<file path="config.mk">
export PLATFORM = sky130hd
export DESIGN_NAME = sdadc_core
export DESIGN_NICKNAME = d
export VERILOG_FILES = /design/src/sdadc_buf2.v /design/src/sdadc_core.v
export VERILOG_INCLUDE_DIRS = /design/src /design/src/include
export SDC_FILE = /design/constraint.sdc
export NUM_CORES = 1
export LEC_CHECK = 0
export ABC_AREA = 1
export ABC_CLOCK_PERIOD_IN_PS = 2710
export BUFFER_PORTS_ARGS = -buffer_cell sky130_fd_sc_hd__buf_2
export CAP_MARGIN = 20
export CORE_ASPECT_RATIO = 0.75
export CORE_MARGIN = 8
export CORE_UTILIZATION = 50
export CTS_CLUSTER_DIAMETER = 200
export DETAILED_ROUTE_END_ITERATION = 6
export PLACE_DENSITY = 0.67
export SYNTH_ARGS = -nofsm -noshare
export SYNTH_HDL_FRONTEND = slang
export SYNTH_SLANG_ARGS = --single-unit
export TNS_END_PERCENT = 10
</file>
<file path="constraint.sdc">
create_clock -name mclk -period 2.71 [get_ports mclk]
set_input_delay 0.1355 -clock mclk [delete_from_list [all_inputs] [get_ports mclk]]
set_output_delay 0.1355 -clock mclk [all_outputs]
set_load 0.03 [all_outputs]
</file>
<file path="src/include/sdadc_consts.vh">
// constants for the bitstream converter control block
// assumes inclusion by sdadc_core only; sdadc_buf2 does not include it
`ifndef SDADC_CONSTS_VH
`define SDADC_CONSTS_VH
`define SDADC_TICK_PERIOD 217
`define SDADC_PRESCALE 1
`define SDADC_UPDATE_DIV 4
`define SDADC_OSR 256
`define SDADC_RES_W 8
`define SDADC_TICK_W 8
`define SDADC_DIV_W 8
`define SDADC_CNT_MAX 8'hff
`define SDADC_ZERO8 8'h00
`define SDADC_ONE8 8'h01
`endif

</file>
<file path="src/sdadc_buf2.v">
// two-entry valid/ready buffer for conversion results
// assumes one clock, synchronous active-low reset
`timescale 1ns/100ps
module sdadc_buf2 #(
  parameter W = 8
) (
  input wire mclk,
  input wire rstn,
  input wire in_valid,
  output wire in_ready,
  input wire [W-1:0] in_data,
  output wire out_valid,
  input wire out_ready,
  output wire [W-1:0] out_data
);
  reg [W-1:0] d0_r;
  reg [W-1:0] d1_r;
  reg [1:0] cnt_r;
  wire push;
  wire pop;
  assign in_ready = (cnt_r != 2'd2);
  assign out_valid = (cnt_r != 2'd0);
  assign out_data = d0_r;
  assign push = in_valid && in_ready;
  assign pop = out_valid && out_ready;
  always @(posedge mclk)
  begin
    if (!rstn)
    begin
      cnt_r <= 2'd0;
      d0_r <= {W{1'b0}};
      d1_r <= {W{1'b0}};
    end
    else
    begin
      case ({push, pop})
        2'b10:
        begin
          if (cnt_r == 2'd0)
            d0_r <= in_data;
          else
            d1_r <= in_data;
          cnt_r <= cnt_r + 2'd1;
        end
        2'b01:
        begin
          d0_r <= d1_r;
          cnt_r <= cnt_r - 2'd1;
        end
        2'b11:
        begin
          if (cnt_r == 2'd1)
            d0_r <= in_data;
          else
          begin
            d0_r <= d1_r;
            d1_r <= in_data;
          end
        end
        default:
        begin
          cnt_r <= cnt_r;
        end
      endcase
    end
  end
endmodule // sdadc_buf2

</file>
<file path="src/sdadc_core.v">
// first-order bitstream converter: quantizer pin, feedback pin, count-of-ones decimator
// assumes an external rc integrator between fb_out and quant_in, one clock mclk
//
// Contract
// - quantizer pin read as one logic bit
// - feedback pin charges or discharges capacitor
// - feedback drives inverse of sampled quantizer
// - updates strictly on uniform tick strobes
// - high sample increments ones accumulator
// - pass counter increments every update
// - counter wrap copies accumulator to result
// - accumulator cleared each 256 update block
// - result linear, 00h zero, ffh full
// - tick from clock over period and prescaler
// - one update per update_divider ticks
// - decimation never exceeds oversampling ratio
// - plain first-order count of ones
`timescale 1ns/100ps
`include "sdadc_consts.vh"
module sdadc_core #(
  parameter TICK_PERIOD = `SDADC_TICK_PERIOD,
  parameter PRESCALE = `SDADC_PRESCALE,
  parameter UPDATE_DIV = `SDADC_UPDATE_DIV
) (
  input wire mclk,
  input wire rstn,
  input wire quant_in,
  output wire fb_out,
  output wire [`SDADC_RES_W-1:0] conversion_result,
  output wire result_valid,
  input wire result_ready,
  output wire update_strobe
);
  reg [`SDADC_TICK_W-1:0] tick_cnt_r;
  reg [`SDADC_DIV_W-1:0] pre_cnt_r;
  reg [`SDADC_DIV_W-1:0] div_cnt_r;
  reg [`SDADC_RES_W-1:0] pass_counter_r;
  reg [`SDADC_RES_W:0] ones_accumulator_r;
  reg [`SDADC_RES_W-1:0] result_r;
  reg fb_r;
  reg dump_r;
  reg [`SDADC_RES_W:0] acc_nxt;
  wire tick_end;
  wire pre_end;
  wire tick;
  wire div_end;
  wire update;
  wire wrap;
  wire [`SDADC_RES_W-1:0] dumped;
  assign tick_end = (tick_cnt_r == TICK_PERIOD[`SDADC_TICK_W-1:0] - `SDADC_ONE8);
  assign pre_end = (pre_cnt_r == PRESCALE[`SDADC_DIV_W-1:0] - `SDADC_ONE8);
  assign tick = tick_end && pre_end;
  assign div_end = (div_cnt_r == UPDATE_DIV[`SDADC_DIV_W-1:0] - `SDADC_ONE8);
  assign update = tick && div_end;
  assign wrap = update && (pass_counter_r == `SDADC_CNT_MAX);
  assign update_strobe = update;
  assign fb_out = fb_r;
  // a full 256 ones saturates to ffh so the scale stays 00h..ffh
  assign dumped = acc_nxt[`SDADC_RES_W] ? `SDADC_CNT_MAX :
                  acc_nxt[`SDADC_RES_W-1:0];
  always @*
  begin
    acc_nxt = ones_accumulator_r;
    if (update)
    begin
      if (quant_in)
        acc_nxt = ones_accumulator_r + {`SDADC_ZERO8, 1'b1};
    end
  end
  always @(posedge mclk)
  begin
    if (!rstn)
    begin
      tick_cnt_r <= `SDADC_ZERO8;
      pre_cnt_r <= `SDADC_ZERO8;
      div_cnt_r <= `SDADC_ZERO8;
      pass_counter_r <= `SDADC_ZERO8;
      ones_accumulator_r <= {1'b0, `SDADC_ZERO8};
      result_r <= `SDADC_ZERO8;
      fb_r <= 1'b0;
      dump_r <= 1'b0;
    end
    else
    begin
      if (tick_end)
      begin
        tick_cnt_r <= `SDADC_ZERO8;
        pre_cnt_r <= pre_end ? `SDADC_ZERO8 : pre_cnt_r + `SDADC_ONE8;
      end
      else
        tick_cnt_r <= tick_cnt_r + `SDADC_ONE8;
      if (tick)
        div_cnt_r <= div_end ? `SDADC_ZERO8 : div_cnt_r + `SDADC_ONE8;
      dump_r <= 1'b0;
      if (update)
      begin
        fb_r <= ~quant_in;
        pass_counter_r <= pass_counter_r + `SDADC_ONE8;
      end
      if (wrap)
      begin
        result_r <= dumped;
        ones_accumulator_r <= {1'b0, `SDADC_ZERO8};
        dump_r <= 1'b1;
      end
      else
        ones_accumulator_r <= acc_nxt;
    end
  end
  sdadc_buf2 #(
    .W(`SDADC_RES_W)
  ) u_buf (
    .mclk(mclk),
    .rstn(rstn),
    .in_valid(dump_r),
    .in_ready(),
    .in_data(result_r),
    .out_valid(result_valid),
    .out_ready(result_ready),
    .out_data(conversion_result)
  );
endmodule // sdadc_core
</file>
Word level (Yosys, flattened, before mapping)
Index checks and enable logic that the tools add are counted.
Widths: inputs -> output; s select.
{ "classes": {"addsub": 7, "n_eq_ne": 11, "n_mux": 13, "bitwise": 2, "n_reduce_logical": 15} }
{ "op_table": {"columns": ["op", "n"], "rows": [
  ["$mux 8", 7],
  ["$add 8x1->8 const B", 4],
  ["$pmux 8 s3", 1],
  ["$mux 9", 2],
  ["$eq 8x8->1 const B", 2],
  ["$pmux 8 s2", 1],
  ["$add 9x1->9 const B", 1],
  ["$eq 8x2->1 const B", 1],
  ["$logic_not 8->1", 1],
  ["$ne 2x2->1 const B", 3],
  ["$reduce_bool 2->1", 3],
  ["$logic_and 1x1->1", 5],
  ["$eq 2x1->1 const B", 2],
  ["$eq 2x2->1 const B", 2],
  ["$pmux 2 s2", 1],
  ["$reduce_or 2->1", 2],
  ["$reduce_and 3->1", 1],
  ["$reduce_bool 3->1", 1],
  ["$add 2x1->2 const B", 1],
  ["$logic_not 2->1", 1],
  ["$ne 2x1->1 const B", 1],
  ["$not 1->1", 2],
  ["$reduce_and 2->1", 1],
  ["$sub 2x1->2 const B", 1],
  ["$mux 1", 1]
]} }
{ "word_totals": {"regBits": 69, "elab_cells": 59} }

Depth between registers and ports, before layout
{ "depth": {"depth_word": 5, "depth_mapped": 14, "ltp_nobuf": 13} }

Cells and area by module
Synthesis repeated with hierarchy kept, for this count alone.
{ "hier_totals": {"hier_cells": 541, "area_unflattened_um2": 3664.8} }
{ "by_module_without_submodules": {"columns": ["mod", "n_inst", "cells_each", "area_each_um2", "seq_area_each_um2"], "rows": [
  ["sdadc_core", 1, 357, 2516.2, 1021.0],
  ["sdadc_buf2", 1, 184, 1148.6, 360.3]
]} }

Least setup slack after synthesis
Ideal clock, no wire load.
{ "synth_timing": {"kind": "flip-flop to flip-flop", "startpoint": "reg u_buf.cnt_r[0]", "endpoint": "reg u_buf.d1_r[0]", "t_arrival_ns": 2.128, "required_time_ns": 2.594, "slack_ns": 0.466, "stages_incl_launch_ff": 12, "period_less_slack_ns": 2.244, "path_cell_list": "dfxtp_1 > inv_1 > ha_1 > inv_1 > nand2_1 > buf_2 > clkinv_1 > ha_1 > o211ai_1 > inv_1 > nor2_1 > nor2_1"} }
{ "synth_via": {"elab_chain_len": 5, "word_cells_on_any_way": 13} }
{ "synth_lines": {"columns": ["element", "line", "text"], "rows": [
  ["start, declared", "sdadc_buf2.v:18", "reg [1:0] cnt_r;"],
  ["start signal, assigned", "sdadc_buf2.v:43", "cnt_r <= cnt_r + 2'd1;"],
  ["start signal, assigned", "sdadc_buf2.v:48", "cnt_r <= cnt_r - 2'd1;"],
  ["start signal, assigned", "sdadc_buf2.v:62", "cnt_r <= cnt_r;"],
  ["$reduce_bool 2->1 (*)", "sdadc_buf2.v:22", "assign out_valid = (cnt_r != 2'd0);"],
  ["net result_valid", "sdadc_core.v:30", "output wire result_valid,"],
  ["$logic_and 1x1->1 (*)", "sdadc_buf2.v:25", "assign pop = out_valid && out_ready;"],
  ["$eq 2x2->1", "sdadc_buf2.v:36", "case ({push, pop})"],
  ["$ne 2x2->1 (no source line) or $reduce_bool 2->1 (tied branches)", null, null],
  ["$reduce_and 3->1 (no source line)", null, null],
  ["end signal, assigned", "sdadc_buf2.v:32", "d1_r <= {W{1'b0}};"],
  ["end signal, assigned", "sdadc_buf2.v:42", "d1_r <= in_data;"],
  ["end signal, assigned", "sdadc_buf2.v:57", "d1_r <= in_data;"],
  ["end, declared", "sdadc_buf2.v:17", "reg [W-1:0] d1_r;"]
]} }
Mark *: on every way through the listed nets, which the timed path passes. The rest lies on a longest branch.
A chain may end at the register's enable or synchronous reset.

Final worst setup path
{ "layout_timing": {"startpoint": "reg u_buf.cnt_r[0]", "endpoint": "reg u_buf.d0_r[6], in the netlist u_buf.out_data[6]"} }
{ "layout_via": {"elab_chain_len": 5, "word_cells_on_any_way": 14} }
{ "layout_lines": {"columns": ["element", "line", "text"], "rows": [
  ["$ne 2x2->1 or $reduce_bool 2->1 (tied branches)", "sdadc_buf2.v:21, sdadc_buf2.v:22", null],
  ["$logic_and 1x1->1 (on tied branches)", "sdadc_buf2.v:24, sdadc_buf2.v:25", null],
  ["$eq 2x2->1 or $eq 2x1->1 (tied branches)", "sdadc_buf2.v:36", null],
  ["$ne 2x1->1 (no source line) or $reduce_bool 3->1 (tied branches)", null, null],
  ["$reduce_and 2->1 (no source line)", null, null],
  ["end signal, assigned", "sdadc_buf2.v:31", "d0_r <= {W{1'b0}};"],
  ["end signal, assigned", "sdadc_buf2.v:40", "d0_r <= in_data;"],
  ["end signal, assigned", "sdadc_buf2.v:47", "d0_r <= d1_r;"],
  ["end, declared", "sdadc_buf2.v:16", "reg [W-1:0] d0_r;"]
]} }
Several ways; a longest one is shown, not always the timed one.

==> impl_table.tex <==
\begin{tabular}{lr}
\hline
Metric & Value \\
\hline
\multicolumn{2}{l}{\textbf{CTS}} \\
Number of buffers on the longest clock path & 2 \\
Clk Tree Root Cell & clkbuf\_8 \\
Cts bufs inserted & 9 \\
Number of gates resized after cts & 0 \\
Clock transition time at the flip-flop clock pins of the worst setup and hold paths & $\sim$70 ps \\
Post-CTS repair timing setup buffer count & 0 \\
Count of hold-fix buffers inserted at cts & 0 \\
Max H-tree Level & 3 \\
Sinks on Clock Net & 69 \\
TritonCTS clock tree & done \\
Clock latency reported for the late side of the worst-skew pair & around 350 ps \\
\multicolumn{2}{l}{\textbf{Layout}} \\
Final Net Count & around 520 \\
Final cell area excluding filler cells & 3840 um2 \\
Area used by multi-input combinational logic & 1749 um2 \\
Total area of sequential cells & approximately 1400 um2 \\
Layout Utilization & about 57\% \\
Fraction of final layout cells with drive strength greater than 1 & approximately a tenth \\
Filler cell count & approximately 650 \\
Area overhead of the layout relative to synthesis & 12.38\% \\
Number of antenna repair diodes & 0 \\
Final Instance Count excl. Fillers & between 500 and 600 \\
\multicolumn{2}{l}{\textbf{Placed design}} \\
Total half-perimeter wirelength after legalization and detailed placement & roughly 5200 um \\
Number of buffers added on ports & 14 \\
Placed cell count & $\sim$580 \\
Area after DPL & around 3600 um2 \\
Routability congestion estimate from global placement & approximately 0.9 \\
\multicolumn{2}{l}{\textbf{Pwr}} \\
Proportion of power drawn by the clock network & roughly 48\% \\
Power density of the placed cells & 594.7 nW/um2 \\
Int Pwr & between 1500 and 2000 uW \\
Switching power & between 500 and 600 uW \\
Portion of total power attributed to combinational logic & 6.4\% \\
Worst VDD drop & roughly 0.00032 V \\
Flop pwr share & 45.6\% \\
Lkg Pwr & approximately 0.0017 uW \\
Switching part of the total power & around 22\% \\
\multicolumn{2}{l}{\textbf{Floorplan}} \\
Y dimension of the die & $\sim$88 um \\
Die X & 111.5 um \\
Top-level I/O count & 15 \\
Placeable core region & roughly 6700 um2 \\
Initial standard-cell utilization of the core & 50.99\% \\
Site row count & 26 \\
Die ar. & about 9800 um2 \\
\multicolumn{2}{l}{\textbf{STA}} \\
Max-slew headroom at the worst pin & approximately 28\% \\
Hold violation total from the final report & 0 \\
Slew @ Worst Pin & around 1100 ps \\
Top achievable clock speed & between 0.4 and 0.5 GHz \\
Clock Skews & between 9 and 10 ps \\
Period minus WS final & between 2000 and 2500 ps \\
RSZ-0062 raised after global routing & no \\
Final setup violating endpoints & 0 \\
Crit share post-route & around 82\% \\
Final hold slack & 101.8 ps \\
Max Transition Viols Final & 0 \\
Setup tns final & 0 ps \\
\multicolumn{2}{l}{\textbf{Route}} \\
Remaining antenna violation count & 0 \\
WL/cell & 12.15 um \\
Initial DRC count & around 110 \\
Drt via density & 5.084 \\
1st-pass router iterations & 5 \\
Total wire length & between 7000 and 8000 um \\
Number of remaining DRC errors & 0 \\
Vias & roughly 3000 \\
\multicolumn{2}{l}{\textbf{GRT}} \\
First-pass GRT wire length & about 13000 um \\
Total global-route track usage & around 16\% \\
Via count of the first global-routing pass & approximately 2800 \\
Pin count of the biggest net entering global routing & 26 \\
Antenna violations before repair & 0 \\
Final global-route overflow total & 0 \\
\multicolumn{2}{l}{\textbf{Outcome}} \\
Result of the run & finished clean \\
\multicolumn{2}{l}{\textbf{Synth}} \\
Yosys warning total & 0 \\
Post-synth ARST share & 0\% \\
Avg Synthesized Cell Area & about 7.1 um2 \\
Main flop type after synthesis & dfxtp\_1 \\
Area of the mapped netlist & approximately 3400 um2 \\
Leading cell types by total area after synthesis & dfxtp\_1 40\%, nand2\_1 13\%, inv\_1 6.6\% \\
Share of the yosys chip area belonging to registers & roughly two fifths \\
Post-synthesis instance total & between 400 and 500 \\
Synth Net Count & about 500 \\
EDFF count, synth & 0 \\
Cell type with the largest total area after synthesis & dfxtp\_1 \\
Number of register bits inferred by synthesis & 69 \\
Synth top area share & roughly two fifths \\
Count of cell types in the netlist & 34 \\
\multicolumn{2}{l}{\textbf{Critical path}} \\
Critical Path AT & about 2500 ps \\
Sort of element at the end of the critical path & flop \\
Launching element type of the critical path & flop \\
Largest fanout on the critical path & 10 \\
Type of the worst setup path & flop to flop \\
CP max-delay cell & o21bai\_1 \\
Required time of the worst setup path & approximately 3000 ps \\
Maximum single-stage delay on the critical path & 450 ps \\
Cell occurring most often along the worst timing path & inv\_1 \\
List of cells traversed by the critical path & inv\_1 -> ha\_1 -> inv\_1 -> nand2\_1 -> clkinv\_1 -> ha\_1 -> inv\_1 -> o21bai\_1 -> nand3\_1 -> nand3\_1 -> o211ai\_1 -> inv\_1 \\
\multicolumn{2}{l}{\textbf{Job}} \\
Maxcap violations & 0 \\
\multicolumn{2}{l}{\textbf{Hold path}} \\
Path type of the worst min-delay path & input pin to flop \\
\hline
\end{tabular}
==> power groups by stage <==
stage               Sequential [uW]  Combinational (uW)  Clock, uW
global route                   1040                 163       1170
floorplan                      1090                85.5          0
finish                         1040                 146       1100
detailed placement             1060                 146          0
CTS                            1040                 147       1130
global placement               1060                 143          0
==> routing by layer <==
layer	vias up	share of wire [%]	track usage, %
met2	37	43	23.89
met3	12	3.4	4.928
met5	-	0	0
li1	1604	-	-
met1	1357	52	20.16
met4	0	1.6	6.393
==> critical path: cells and delay by family, from the launching register on <==
family | cells | cell delay, ps
AOI/OAI and AO/OA | 2 | 550
adders and majority gates | 2 | 460
buffers and inverters | 5 | 490
DFF | 1 | 330
and+or+nand+nor | 3 | 330
==> cell type report <==
cell class	instances	area share (%)
Clock buffer	9	3.226
Timing Repair Buffer	18	2.607
Sequential cell	69	35.97
Clock inverter	6	3.552
Multi-Input combinational cell	341	45.55
Inverter	65	6.354
Tap cell	84	2.737
==> state kept, by name (all words and copies together) (netlist names) <==
register,cells
fb_out,1
u_buf.cnt_r,2
pass_counter_r,8
pre_cnt_r,8
result_r,8
u_buf.out_data,8
div_cnt_r,8
u_buf.d1_r,8
dump_r,1
ones_accumulator_r,9
tick_cnt_r,8
==> Yosys cell counts (2+ instances only) <==
cell type / instances
nand2_1: 115
dfxtp_1: 69
inv_1: 60
nor2_1: 58
nand3_1: 29
o21ai_0: 26
a21oi_1: 24
ha_1: 13
nor3_1: 11
o21ai_1: 11
nand4_1: 10
o211ai_1: 9
xor2_1: 6
buf_2: 4
inv_2: 4
nand2_2: 4
xnor2_1: 4
clkbuf_1: 3
nor2_4: 3
a211oi_1: 2
a31oi_1: 2
nand3_2: 2
nor2_2: 2
nor3b_1: 2
o21bai_1: 2
==> logic make-up (layout without fill, tap and decap cells) <==
| family | after synthesis | count (layout) | share of synthesized area [%] |
|---|---|---|---|
| xor gates and xnor gates | 10 | 10 | 2.563 |
| buffers and inverters | 74 | 98 | 8.385 |
| DFF | 69 | 69 | 40.42 |
| and+or+nand+nor | 240 | 240 | 31.23 |
| AOI/OAI and AO/OA | 78 | 78 | 12.63 |
| adders and majority gates | 13 | 13 | 4.760 |
==> final timing paths <==
kind | startpoint | to | slack, ps | cells after the start
worst min-delay path | quant_in | fb_out | 100 | 2
worst min register to register | tick_cnt_r[0] | tick_cnt_r[0] | 450 | 1
worst max register to register | u_buf.cnt_r[0] | u_buf.out_data[6] | 480 | 12
worst max-delay path | u_buf.cnt_r[0] | u_buf.out_data[6] | 480 | 12
==> cells in the final DEF, fill, tap and decap left out, drive strengths merged <==
cell,count
a41oi,1
nor3,12
or2,1
clkinvlp,1
dfxtp,69
inv,64
ha,13
nand4,11
xor2,6
nor2,64
a31oi,2
a211oi,2
bufinv,4
a21oi,24
buf,18
nor3b,2
xnor2,4
nand3,31
o21a,1
o21bai,2
o211ai,9
clkbuf,9
nand2,119
o21ai,37
clkinv,2
==> through the flow <==
step                      power (uW)  setup WS (ps)
final                           2284          484.4
after global routing            2378          187.7
after CTS                       2314          516.7
after detailed placement        1210          556.8
after global placement          1207          704.8
after floorplan                 1172          466.1
Note: power is estimated with default switching activity, not from simulation.
